`config.mk`:
```
export PLATFORM = sky130hd
export DESIGN_NAME = bcc_regs
export DESIGN_NICKNAME = d
export VERILOG_FILES = /design/src/common/bcc_pkg.sv /design/src/rtl/bcc_regs.sv
export SDC_FILE = /design/constraint.sdc
export NUM_CORES = 1
export LEC_CHECK = 0
export ABC_AREA = 1
export ABC_CLOCK_PERIOD_IN_PS = 6100
export BUFFER_PORTS_ARGS = -buffer_cell sky130_fd_sc_hd__buf_4
export CORE_ASPECT_RATIO = 0.8
export CORE_MARGIN = 4
export CORE_UTILIZATION = 30
export CTS_CLUSTER_SIZE = 20
export DETAILED_ROUTE_END_ITERATION = 8
export RECOVER_POWER = 50
export SETUP_SLACK_MARGIN = 0.3
export SLEW_MARGIN = 20
export SYNTH_ARGS = -nofsm -noshare
export SYNTH_HDL_FRONTEND = slang
export SYNTH_SLANG_ARGS = --single-unit
```
`constraint.sdc`:
```
create_clock -name clk -period 6.1 [get_ports clk]
set_input_delay 0.915 -clock clk [delete_from_list [all_inputs] [get_ports clk]]
set_output_delay 0.915 -clock clk [all_outputs]
set_load 0.005 [all_outputs]
```
`src/common/bcc_pkg.sv`:
```
`default_nettype none
package bcc_pkg;
  // Clock and base tick
  localparam int CLK_FREQ_MHZ = 50;
  localparam int BASE_TICK_NS = 8000;
  localparam int BASE_TICK_CYCLES = (BASE_TICK_NS * CLK_FREQ_MHZ + 999) / 1000;
  localparam int TICK_NS = BASE_TICK_NS;

  // Ramp step times in microseconds, then in base ticks
  localparam int RAMP_SLOW_US = 32;
  localparam int RAMP_MID_US = 16;
  localparam int RAMP_FAST_US = 8;
  localparam logic [2:0] RAMP_SLOW_TICKS = 3'((RAMP_SLOW_US * 1000) / TICK_NS);
  localparam logic [2:0] RAMP_MID_TICKS = 3'((RAMP_MID_US * 1000) / TICK_NS);
  localparam logic [2:0] RAMP_FAST_TICKS = 3'((RAMP_FAST_US * 1000) / TICK_NS);

  // Soft-start step times in microseconds, then in base ticks
  localparam int SS_STEP0_US = 32;
  localparam int SS_STEP1_US = 64;
  localparam int SS_STEP2_US = 128;
  localparam int SS_STEP3_US = 256;
  localparam logic [5:0] SS_STEP0_TICKS = 6'((SS_STEP0_US * 1000) / TICK_NS);
  localparam logic [5:0] SS_STEP1_TICKS = 6'((SS_STEP1_US * 1000) / TICK_NS);
  localparam logic [5:0] SS_STEP2_TICKS = 6'((SS_STEP2_US * 1000) / TICK_NS);
  localparam logic [5:0] SS_STEP3_TICKS = 6'((SS_STEP3_US * 1000) / TICK_NS);
  localparam logic [2:0] SS_LAST_LEVEL = 3'h7;

  // Bus geometry; byte address is four times the register index
  localparam int ADDR_W = 18;
  localparam logic [15:0] BUCK1_SCALING_IDX = 16'h405a;
  localparam logic [15:0] BUCK2_CTRL1_IDX = 16'h405b;
  localparam logic [17:0] BUCK1_SCALING_ADDR = {BUCK1_SCALING_IDX, 2'b00};
  localparam logic [17:0] BUCK2_CTRL1_ADDR = {BUCK2_CTRL1_IDX, 2'b00};

  // Reset values
  localparam logic [15:0] BUCK1_SCALING_RST = 16'h0000;
  localparam logic [15:0] BUCK2_CTRL1_RST = 16'h9000;

  // Field masks
  localparam logic [15:0] BUCK1_RW_MASK = 16'h187f;
  localparam logic [15:0] BUCK2_BUS_MASK = 16'hd0b0;
  localparam logic [15:0] BUCK2_LOADER_MASK = 16'h0303;

  // Field positions
  localparam int SRC_LSB = 11;
  localparam int VSEL_LSB = 0;
  localparam int RATE_LSB = 14;
  localparam int PHASE_BIT = 12;
  localparam int FREQ_LSB = 8;
  localparam int FLOAT_BIT = 7;
  localparam int SS_LSB = 4;
  localparam int CAP_LSB = 0;

  // Field encodings
  localparam logic [1:0] SRC_DISABLED = 2'h0;
  localparam logic [1:0] SRC_REGISTER = 2'h1;
  localparam logic [1:0] SRC_HW_ONE = 2'h2;
  localparam logic [1:0] SRC_HW_TWO = 2'h3;
  localparam logic [1:0] RATE_SLOW = 2'h0;
  localparam logic [1:0] RATE_MID = 2'h1;
  localparam logic [1:0] RATE_FAST = 2'h2;
  localparam logic [1:0] RATE_IMMEDIATE = 2'h3;
  localparam logic [1:0] FREQ_2MHZ = 2'h1;
  localparam logic [1:0] FREQ_4MHZ = 2'h2;
  localparam logic [1:0] CAP_22_47UF = 2'h2;

  // Voltage code mapping, microvolts
  localparam int VMIN_UV = 600000;
  localparam int VSTEP_UV = 12500;
  localparam logic [6:0] VCODE_LO = 7'h08;
  localparam logic [6:0] VCODE_HI = 7'h68;
  localparam logic [6:0] VCODE_4MHZ_MAX = 7'h48;

  // Bus request bundle
  typedef struct packed {
    logic read;
    logic write;
    logic [ADDR_W-1:0] address;
    logic [31:0] writedata;
    logic [3:0] byteenable;
  } bcc_avs_req_t;

  // Configuration loader bundle
  typedef struct packed {
    logic active;
    logic valid;
    logic [1:0] freq;
    logic [1:0] cap;
  } bcc_loader_t;
endpackage
`default_nettype wire

```
`src/rtl/bcc_regs.sv`:
```
// Function
// - Scaling source: off, register, hw one, two
// - Target code maps 0.6V-1.8V, 12.5mV, clamped
// - Ramp one step per 32/16/8us or immediate
// - Phase bit inverts converter two clock
// - Frequency code 01 2MHz, 10 4MHz
// - Frequency and capacitor change only by loader
// - Float bit: discharge or float when disabled
// - Soft-start: eight steps of 32-256us each
// - Capacitor code 10 means 22-47uF
`timescale 1ns/1ns
`default_nettype none
module bcc_regs (
  input wire logic clk,
  input wire logic rst_b,
  input wire bcc_pkg::bcc_avs_req_t avs_req,
  output logic [31:0] avs_readdata,
  output logic avs_waitrequest,
  input wire bcc_pkg::bcc_loader_t cfg_loader,
  input wire logic hw_scaling_input_one,
  input wire logic hw_scaling_input_two,
  input wire logic buck1_freq_4mhz,
  output logic buck1_scaling_active,
  output logic [20:0] buck1_target_uv,
  output logic buck1_target_over_limit,
  input wire logic [6:0] buck2_target_code,
  input wire logic buck2_enable,
  input wire logic buck2_switch_clk_raw,
  output logic [6:0] buck2_voltage_code,
  output logic [20:0] buck2_output_uv,
  output logic buck2_switch_clk,
  output logic buck2_freq_2mhz,
  output logic buck2_freq_4mhz,
  output logic buck2_freq_reserved,
  output logic buck2_discharge,
  output logic [2:0] buck2_softstart_level,
  output logic buck2_softstart_busy,
  output logic buck2_cap_valid
);

  // Clamp a code and turn it into microvolts
  function automatic logic [20:0] code_to_uv(input logic [6:0] code);
    logic [6:0] c;
    c = (code < bcc_pkg::VCODE_LO) ? bcc_pkg::VCODE_LO :
        (code > bcc_pkg::VCODE_HI) ? bcc_pkg::VCODE_HI : code;
    code_to_uv = 21'(bcc_pkg::VMIN_UV + (int'(c) - int'(bcc_pkg::VCODE_LO)) * bcc_pkg::VSTEP_UV);
  endfunction

  // Merge the low two byte lanes of a write into a word
  function automatic logic [15:0] lane_merge(input logic [15:0] old, input logic [15:0] wd,
                                             input logic [1:0] be);
    lane_merge = {be[1] ? wd[15:8] : old[15:8], be[0] ? wd[7:0] : old[7:0]};
  endfunction

  logic [15:0] buck1_scaling_control; // Converter one scaling word
  logic [15:0] buck2_control_one; // Converter two first control word
  logic bus_ack; // Second cycle of a bus access
  logic [8:0] base_cnt; // Divider for the 8us base tick
  logic [2:0] ramp_cnt; // Base ticks since last ramp step
  logic [5:0] ss_cnt; // Base ticks inside current soft-start step
  logic buck2_enable_q; // Previous enable, for edge detect

  // Bus decode
  wire logic bus_access = avs_req.read | avs_req.write;
  wire logic sel_buck1 = avs_req.address == bcc_pkg::BUCK1_SCALING_ADDR;
  wire logic sel_buck2 = avs_req.address == bcc_pkg::BUCK2_CTRL1_ADDR;
  wire logic bus_take = bus_access & bus_ack;
  wire logic wr_buck1 = bus_take & avs_req.write & sel_buck1;
  wire logic wr_buck2 = bus_take & avs_req.write & sel_buck2;
  wire logic [15:0] wr_data = avs_req.writedata[15:0];
  wire logic [1:0] wr_be = avs_req.byteenable[1:0];

  // One wait state: the slave answers on the second cycle
  assign avs_waitrequest = bus_access & ~bus_ack;

  // Unmapped reads answer zero
  wire logic [31:0] read_mux = sel_buck1 ? {16'h0000, buck1_scaling_control} :
                               sel_buck2 ? {16'h0000, buck2_control_one} : 32'h0000_0000;

  // Converter one next value: only documented bits are writable
  wire logic [15:0] buck1_merged = lane_merge(buck1_scaling_control, wr_data, wr_be);
  wire logic [15:0] next_buck1_scaling_control = wr_buck1 ?
                    (buck1_merged & bcc_pkg::BUCK1_RW_MASK) : buck1_scaling_control;

  // Converter two: loader word and bus word combined field by field
  wire logic loader_take = cfg_loader.active & cfg_loader.valid;
  wire logic [15:0] loader_word = {6'h00, cfg_loader.freq, 6'h00, cfg_loader.cap};
  wire logic [15:0] buck2_bus_word = wr_buck2 ?
                    lane_merge(buck2_control_one, wr_data, wr_be) : buck2_control_one;
  wire logic [15:0] buck2_ld_word = loader_take ? loader_word : buck2_control_one;
  // Bus data never reaches the loader-only bits; only the BUCK2_BUS_MASK bits land
  wire logic [15:0] next_buck2_control_one = (buck2_bus_word & bcc_pkg::BUCK2_BUS_MASK) |
                                             (buck2_ld_word & bcc_pkg::BUCK2_LOADER_MASK);

  // Field views
  wire logic [1:0] f_src = buck1_scaling_control[bcc_pkg::SRC_LSB +: 2];
  wire logic [6:0] f_vsel = buck1_scaling_control[bcc_pkg::VSEL_LSB +: 7];
  wire logic [1:0] f_rate = buck2_control_one[bcc_pkg::RATE_LSB +: 2];
  wire logic f_phase = buck2_control_one[bcc_pkg::PHASE_BIT];
  wire logic [1:0] f_freq = buck2_control_one[bcc_pkg::FREQ_LSB +: 2];
  wire logic f_float = buck2_control_one[bcc_pkg::FLOAT_BIT];
  wire logic [1:0] f_ss = buck2_control_one[bcc_pkg::SS_LSB +: 2];
  wire logic [1:0] f_cap = buck2_control_one[bcc_pkg::CAP_LSB +: 2];

  // Scaling source selection
  logic scaling_sel;
  always_comb begin
    case (f_src)
      bcc_pkg::SRC_DISABLED: scaling_sel = 1'b0;
      bcc_pkg::SRC_REGISTER: scaling_sel = 1'b1;
      bcc_pkg::SRC_HW_ONE: scaling_sel = hw_scaling_input_one;
      bcc_pkg::SRC_HW_TWO: scaling_sel = hw_scaling_input_two;
      default: scaling_sel = 1'b0;
    endcase
  end

  // Base ticks per ramp step
  logic [2:0] ramp_ticks;
  always_comb begin
    case (f_rate)
      bcc_pkg::RATE_SLOW: ramp_ticks = bcc_pkg::RAMP_SLOW_TICKS;
      bcc_pkg::RATE_MID: ramp_ticks = bcc_pkg::RAMP_MID_TICKS;
      bcc_pkg::RATE_FAST: ramp_ticks = bcc_pkg::RAMP_FAST_TICKS;
      default: ramp_ticks = bcc_pkg::RAMP_FAST_TICKS;
    endcase
  end

  // Base ticks per soft-start step
  logic [5:0] ss_ticks;
  always_comb begin
    case (f_ss)
      2'h0: ss_ticks = bcc_pkg::SS_STEP0_TICKS;
      2'h1: ss_ticks = bcc_pkg::SS_STEP1_TICKS;
      2'h2: ss_ticks = bcc_pkg::SS_STEP2_TICKS;
      default: ss_ticks = bcc_pkg::SS_STEP3_TICKS;
    endcase
  end

  // Timing enables
  wire logic base_tick = base_cnt == 9'(bcc_pkg::BASE_TICK_CYCLES - 1);
  wire logic ramp_immediate = f_rate == bcc_pkg::RATE_IMMEDIATE;
  wire logic ramp_step = base_tick & (ramp_cnt == ramp_ticks - 3'h1);
  wire logic ss_start = buck2_enable & ~buck2_enable_q;
  wire logic ss_step = buck2_softstart_busy & base_tick & (ss_cnt == ss_ticks - 6'h01);

  // Next output voltage code moves one code toward the target per step, or jumps straight to it in immediate mode
  wire logic [6:0] next_buck2_voltage_code =
      ramp_immediate ? buck2_target_code :
      !ramp_step ? buck2_voltage_code :
      (buck2_voltage_code < buck2_target_code) ? buck2_voltage_code + 7'h01 :
      (buck2_voltage_code > buck2_target_code) ? buck2_voltage_code - 7'h01 :
      buck2_voltage_code;

  // Register file and bus handshake
  always_ff @(posedge clk) begin
    if (!rst_b) begin
      buck1_scaling_control <= bcc_pkg::BUCK1_SCALING_RST;
      buck2_control_one <= bcc_pkg::BUCK2_CTRL1_RST;
      bus_ack <= 1'b0;
    end else begin
      buck1_scaling_control <= next_buck1_scaling_control;
      buck2_control_one <= next_buck2_control_one;
      bus_ack <= bus_access & ~bus_ack;
    end
  end

  // Read data captured in the wait cycle, held through the answer
  always_ff @(posedge clk) begin
    if (!rst_b) begin
      avs_readdata <= 32'h0000_0000;
    end else if (avs_waitrequest) begin
      avs_readdata <= read_mux;
    end
  end

  // Base tick divider, free running
  always_ff @(posedge clk) begin
    if (!rst_b) begin
      base_cnt <= 9'h000;
    end else if (base_tick) begin
      base_cnt <= 9'h000;
    end else begin
      base_cnt <= base_cnt + 9'h001;
    end
  end

  // Ramp interval counter; restarts when the step fires
  always_ff @(posedge clk) begin
    if (!rst_b) begin
      ramp_cnt <= 3'h0;
    end else if (ramp_step || ramp_immediate) begin
      ramp_cnt <= 3'h0;
    end else if (base_tick) begin
      ramp_cnt <= ramp_cnt + 3'h1;
    end
  end

  // Ramped output code
  always_ff @(posedge clk) begin
    if (!rst_b) begin
      buck2_voltage_code <= 7'h00;
    end else begin
      buck2_voltage_code <= next_buck2_voltage_code;
    end
  end

  // Soft-start sequencer: eight levels, then idle at full limit
  always_ff @(posedge clk) begin
    if (!rst_b) begin
      buck2_enable_q <= 1'b0;
      buck2_softstart_busy <= 1'b0;
      buck2_softstart_level <= 3'h0;
      ss_cnt <= 6'h00;
    end else begin
      buck2_enable_q <= buck2_enable;
      if (!buck2_enable) begin
        // Disable aborts any sequence in progress
        buck2_softstart_busy <= 1'b0;
        buck2_softstart_level <= 3'h0;
        ss_cnt <= 6'h00;
      end else if (ss_start) begin
        buck2_softstart_busy <= 1'b1;
        buck2_softstart_level <= 3'h0;
        ss_cnt <= 6'h00;
      end else if (ss_step) begin
        ss_cnt <= 6'h00;
        if (buck2_softstart_level == bcc_pkg::SS_LAST_LEVEL) begin
          buck2_softstart_busy <= 1'b0;
        end else begin
          buck2_softstart_level <= buck2_softstart_level + 3'h1;
        end
      end else if (buck2_softstart_busy && base_tick) begin
        ss_cnt <= ss_cnt + 6'h01;
      end
    end
  end

  // Registered decodes toward the analogue side
  always_ff @(posedge clk) begin
    if (!rst_b) begin
      buck1_scaling_active <= 1'b0;
      buck1_target_uv <= 21'h00_0000;
      buck1_target_over_limit <= 1'b0;
      buck2_output_uv <= 21'h00_0000;
    end else begin
      buck1_scaling_active <= scaling_sel;
      buck1_target_uv <= code_to_uv(f_vsel);
      // Flags a code that software must not use in 4MHz mode
      buck1_target_over_limit <= buck1_freq_4mhz & (f_vsel > bcc_pkg::VCODE_4MHZ_MAX);
      buck2_output_uv <= code_to_uv(buck2_voltage_code);
    end
  end

  // Converter two mode decodes
  always_ff @(posedge clk) begin
    if (!rst_b) begin
      buck2_switch_clk <= 1'b0;
      buck2_freq_2mhz <= 1'b0;
      buck2_freq_4mhz <= 1'b0;
      buck2_freq_reserved <= 1'b1;
      buck2_discharge <= 1'b0;
      buck2_cap_valid <= 1'b0;
    end else begin
      // Adds one cycle of delay to the switching clock
      buck2_switch_clk <= buck2_switch_clk_raw ^ f_phase;
      buck2_freq_2mhz <= f_freq == bcc_pkg::FREQ_2MHZ;
      buck2_freq_4mhz <= f_freq == bcc_pkg::FREQ_4MHZ;
      buck2_freq_reserved <= (f_freq != bcc_pkg::FREQ_2MHZ) && (f_freq != bcc_pkg::FREQ_4MHZ);
      buck2_discharge <= ~buck2_enable & ~f_float;
      buck2_cap_valid <= f_cap == bcc_pkg::CAP_22_47UF;
    end
  end

endmodule
`default_nettype wire

```
==> out/results.txt <==
The run finished, with violations left. For this run, the leading register cell type out of synthesis is sky130_fd_sc_hd__dfxtp_1. The tools report the placeable core region as 0.0292 mm². Across the routed clock network, the largest skew measured is 0.0110 ns. The tools report the multi-input combinational cell area as 0.00564 mm². The slowest stage of the critical path belongs to the cell sky130_fd_sc_hd__fa_1. The hold slack is 0.450 ns. The logs give 5.58 nW for the cell leakage power and 3133 for the fill cell total of the finished layout.

In this run, the number of DRC markers left after iteration 0 of detailed routing was 392. The slew at the pin with the worst max-slew slack is 2.34 ns, and the count of flip-flops with a built-in enable after synthesis is 0. Dividing the final minimum period by the clock period gives 88.2%. After floorplanning, the core was divided into 56 placement rows. The clock-pin slew on the worst setup and hold paths was 0.08 ns. In the routed design, unresolved DRC markers number 0. For the number of warnings issued by yosys, the log shows 0. After detailed placement, the total cell area comes to 0.0102 mm². After technology mapping, the gate count stands at 1241. The count of buffers added on input and output ports is 125. Setup violations remaining at the end of the flow were counted as 0. Post-synthesis async set-or-reset flop share: 0%. The tools report the start point of the critical path as buck2_voltage_code[4]. Highest fanout seen on the critical path: 7.

For the count of boundary I/O pins, the log shows 170. The tree is rooted in a sky130_fd_sc_hd__clkbuf_16. Global routing used 13.7% of the available tracks across all layers. The H-tree level count was 3.

The number of cells on the worst reg-to-reg path is 30. No sink is reached through more buffers than the 2 on the longest clock path. The global-route wire length before repair was 37100 µm.

In this run the critical register-to-register path is launched from buck2_voltage_code[4]. The max-slew violation count is 46. The logs give 1.42 mW for the post-layout total power and 9 for the number of buffers added by the clock tree synthesis step.

The mean number of vias per cell is 4.55, and the fraction of synthesized cell area taken by the top area cell type is 24.8%. Counting flops and latches in the post-synthesis netlist gives 110. The die outline area came out at 0.0324 mm². Setup repair after global routing left no endpoint under its margin.

In the final design database the tool counted 1600 nets. In the final routed layout, each cell accounts on average for 12.8 µm. The total of max-cap violations was 1. Before CTS, the worst setup slack after placement is 0.327 ns. For this configuration, the core starts out at a cell density of 30.4%. CTS sink count: 110. The number of antenna diodes in the final layout is 0. STA puts the critical path data arrival time at 5.67 ns. The routed design has 22500 µm of wire. The worst setup path is captured at a flip-flop. In the post-route analysis, the smallest setup slack over all paths is 0.723 ns. The run gives 18700 µm as the placed wire-length estimate. STA classifies the critical path startpoint as a flip-flop. The tools report the final antenna-violating net count as 0.

After synthesis, the netlist uses 49 different library cells. For the final routed database, the setup TNS stands at 0 ns. The critical path is of the flip-flop to flip-flop type. For flop-to-flop paths, the worst setup slack is 0.72 ns. The worst hold path belongs to the class flip-flop to flip-flop. The tools report the total global routing overflow as 0. The via count of the first global-routing pass was 7621; the total power density per cell area was 136 mW/mm². The run gives 0.00220 mm² as the register area. After routing the design area is 0.0104 mm². TritonCTS built the clock tree.

The initial antenna violation count is 0. For this run, the slowest stage of the critical path takes 0.52 ns. The run gives 7997 as the total number of vias.

In this run the critical register-to-register path is captured at buck2_output_uv[20]. The checks that failed: max-capacitance violations, max-slew violations. The final weighted congestion in routability-driven placement was 0.848; the area added between synthesis and finish was 17.7%.

The critical path ends at buck2_output_uv[20]. For the finished layout, the period the worst path requires is 5.38 ns. Entering global routing, the biggest net connects 47 pins. The floorplan step set the die height to 162 µm. Ranked by total cell area, the synthesized netlist is headed by sky130_fd_sc_hd__dfxtp_1 (25%), sky130_fd_sc_hd__ha_1 (16%), sky130_fd_sc_hd__nand2_1 (11%).

Based on the critical path, the design can be clocked at up to 0.186 GHz. Summing every instance area after synthesis gives 0.00887 mm². In the final layout, the share of cells above drive strength 1 is 12.7%. A synthesized cell averages 7.15 µm².

The tools report the number of hold violations in the final report as 0. Cell type with the highest occurrence count on the critical path: sky130_fd_sc_hd__nand2_1. The floorplan step set the die width to 200 µm.

The share of the Yosys chip area taken by registers is 24.8%. The clock latency on the worst-skew pair came out at 0.36 ns. For the worst slew slack as a fraction of its limit, the log shows -55.7%. IR analysis of the VDD net gives a maximum drop of 0.000110 V. The first TritonRoute pass finished after 4 iterations. The required time at the worst-slack endpoint was 6.39 ns.

The biggest area contributor in the post-synthesis netlist is sky130_fd_sc_hd__dfxtp_1.
## how the worst min path moves through the flow
stage               depth (start not counted)            startpoint         endpoint  slack [ns]
detailed placement                          1           base_cnt[0]      base_cnt[0]        0.44
global route                                1  buck2_control_one[0]  buck2_cap_valid        0.50
finish                                      1           base_cnt[0]      base_cnt[0]        0.45
global placement                            1           base_cnt[0]      base_cnt[0]        0.43
floorplan                                   1           base_cnt[0]      base_cnt[0]        0.42
CTS                                         1           base_cnt[0]      base_cnt[0]        0.46
## cell usage in the layout (no fill, tap or decap), types with 9 or more instances in the layout
| cell type | Yosys | layout |
|---|---|---|
| sky130_fd_sc_hd__nor3_1 | 26 | 25 |
| sky130_fd_sc_hd__nand2_2 | 21 | 21 |
| sky130_fd_sc_hd__clkbuf_16 | 0 | 9 |
| sky130_fd_sc_hd__a21oi_1 | 76 | 76 |
| sky130_fd_sc_hd__buf_4 | 22 | 69 |
| sky130_fd_sc_hd__nand4_1 | 13 | 13 |
| sky130_fd_sc_hd__ha_1 | 115 | 114 |
| sky130_fd_sc_hd__conb_1 | 1 | 22 |
| sky130_fd_sc_hd__o21ai_0 | 32 | 32 |
| sky130_fd_sc_hd__dfxtp_1 | 110 | 110 |
| sky130_fd_sc_hd__inv_1 | 236 | 236 |
| sky130_fd_sc_hd__nand2_1 | 255 | 255 |
| sky130_fd_sc_hd__clkbuf_1 | 8 | 28 |
| sky130_fd_sc_hd__clkbuf_4 | 0 | 41 |
| sky130_fd_sc_hd__nand3_1 | 82 | 82 |
| sky130_fd_sc_hd__o211ai_1 | 9 | 9 |
| sky130_fd_sc_hd__xor2_1 | 11 | 11 |
| sky130_fd_sc_hd__fa_1 | 33 | 33 |
| sky130_fd_sc_hd__nor2_1 | 100 | 100 |
| sky130_fd_sc_hd__nor4_1 | 10 | 10 |
## per-stage QoR
| step | std cells | utilization [%] |
|---|---|---|
| final | 1758 | 35.7 |
| after global routing | 1758 | 35.7 |
| after global placement | 1738 | 34.9 |
| after floorplan | 1262 | - |
| after CTS | 1754 | 35.9 |
| after detailed placement | 1738 | 34.9 |
## cell families after synthesis
group	Yosys count	synth area share, %
fa+ha+maj	148	23.7
compound gates	151	9.75
flops	110	24.8
other cells	1	0.0423
simple gates	536	26.9
xor+xnor	19	2.05
buf+inv	276	12.7
## critical path, delay by kind of cell (launching register included)
family | cells | cell delay (ns)
fa+ha+maj | 6 | 2.29
simple gates | 17 | 1.92
buf+inv | 6 | 0.61
flops | 1 | 0.41
compound gates | 1 | 0.06
## per-layer routing
metal | global-route usage (%) | share of wire [%]
met5 | 0 | 0
met1 | 18.7 | 49
met3 | 2.59 | 3.5
met4 | 3.10 | 1.4
met2 | 22.7 | 46
## synthesized netlist by cell type, types with 4 or more instances
master                     count
sky130_fd_sc_hd__a211oi_1      7
sky130_fd_sc_hd__nor4_1       10
sky130_fd_sc_hd__nand3_2       5
sky130_fd_sc_hd__xor2_1       11
sky130_fd_sc_hd__fa_1         33
sky130_fd_sc_hd__o21ai_0      32
sky130_fd_sc_hd__clkbuf_1      8
sky130_fd_sc_hd__o211ai_1      9
sky130_fd_sc_hd__nor3b_1       6
sky130_fd_sc_hd__nand4_1      13
sky130_fd_sc_hd__nand2_1     255
sky130_fd_sc_hd__nor3_1       26
sky130_fd_sc_hd__ha_1        115
sky130_fd_sc_hd__inv_2         4
sky130_fd_sc_hd__dfxtp_1     110
sky130_fd_sc_hd__a21oi_1      76
sky130_fd_sc_hd__inv_1       236
sky130_fd_sc_hd__nand2_2      21
sky130_fd_sc_hd__xnor2_1       6
sky130_fd_sc_hd__buf_4        22
sky130_fd_sc_hd__a31oi_1       5
sky130_fd_sc_hd__nand3_1      82
sky130_fd_sc_hd__a21oi_2       5
sky130_fd_sc_hd__nor2_1      100
## power breakdown
part           internal, mW  switching [mW]
registers             0.732         0.00613
logic                0.0451          0.0541
clock network         0.295           0.293
## final cells by class
type	instances	share of cell area, %
multi-input cells	876	54.0
flip-flops and latches	110	21.1
repair buffers	138	8.92
inverters	241	8.66
well taps	377	4.52
clock buffers	10	2.29
clock inverters	6	0.503
## state kept, by name (all words and copies together) (netlist names), 3 cells and up
signal and count:
buck1_target_uv 19, base_cnt 9, buck2_softstart_level 3, avs_readdata 14, ss_cnt 6, buck2_voltage_code 7, buck1_scaling_control 9, buck2_control_one 10
buck2_output_uv 19, ramp_cnt 3
## repair_timing
action                     CTS  global route
setup endpoints to repair    1             5
hold buffers                 0             0
resized for setup            1             3
pin swaps                    0             1
buffers inserted             0             4
Note: power is estimated with default switching activity, not from simulation.
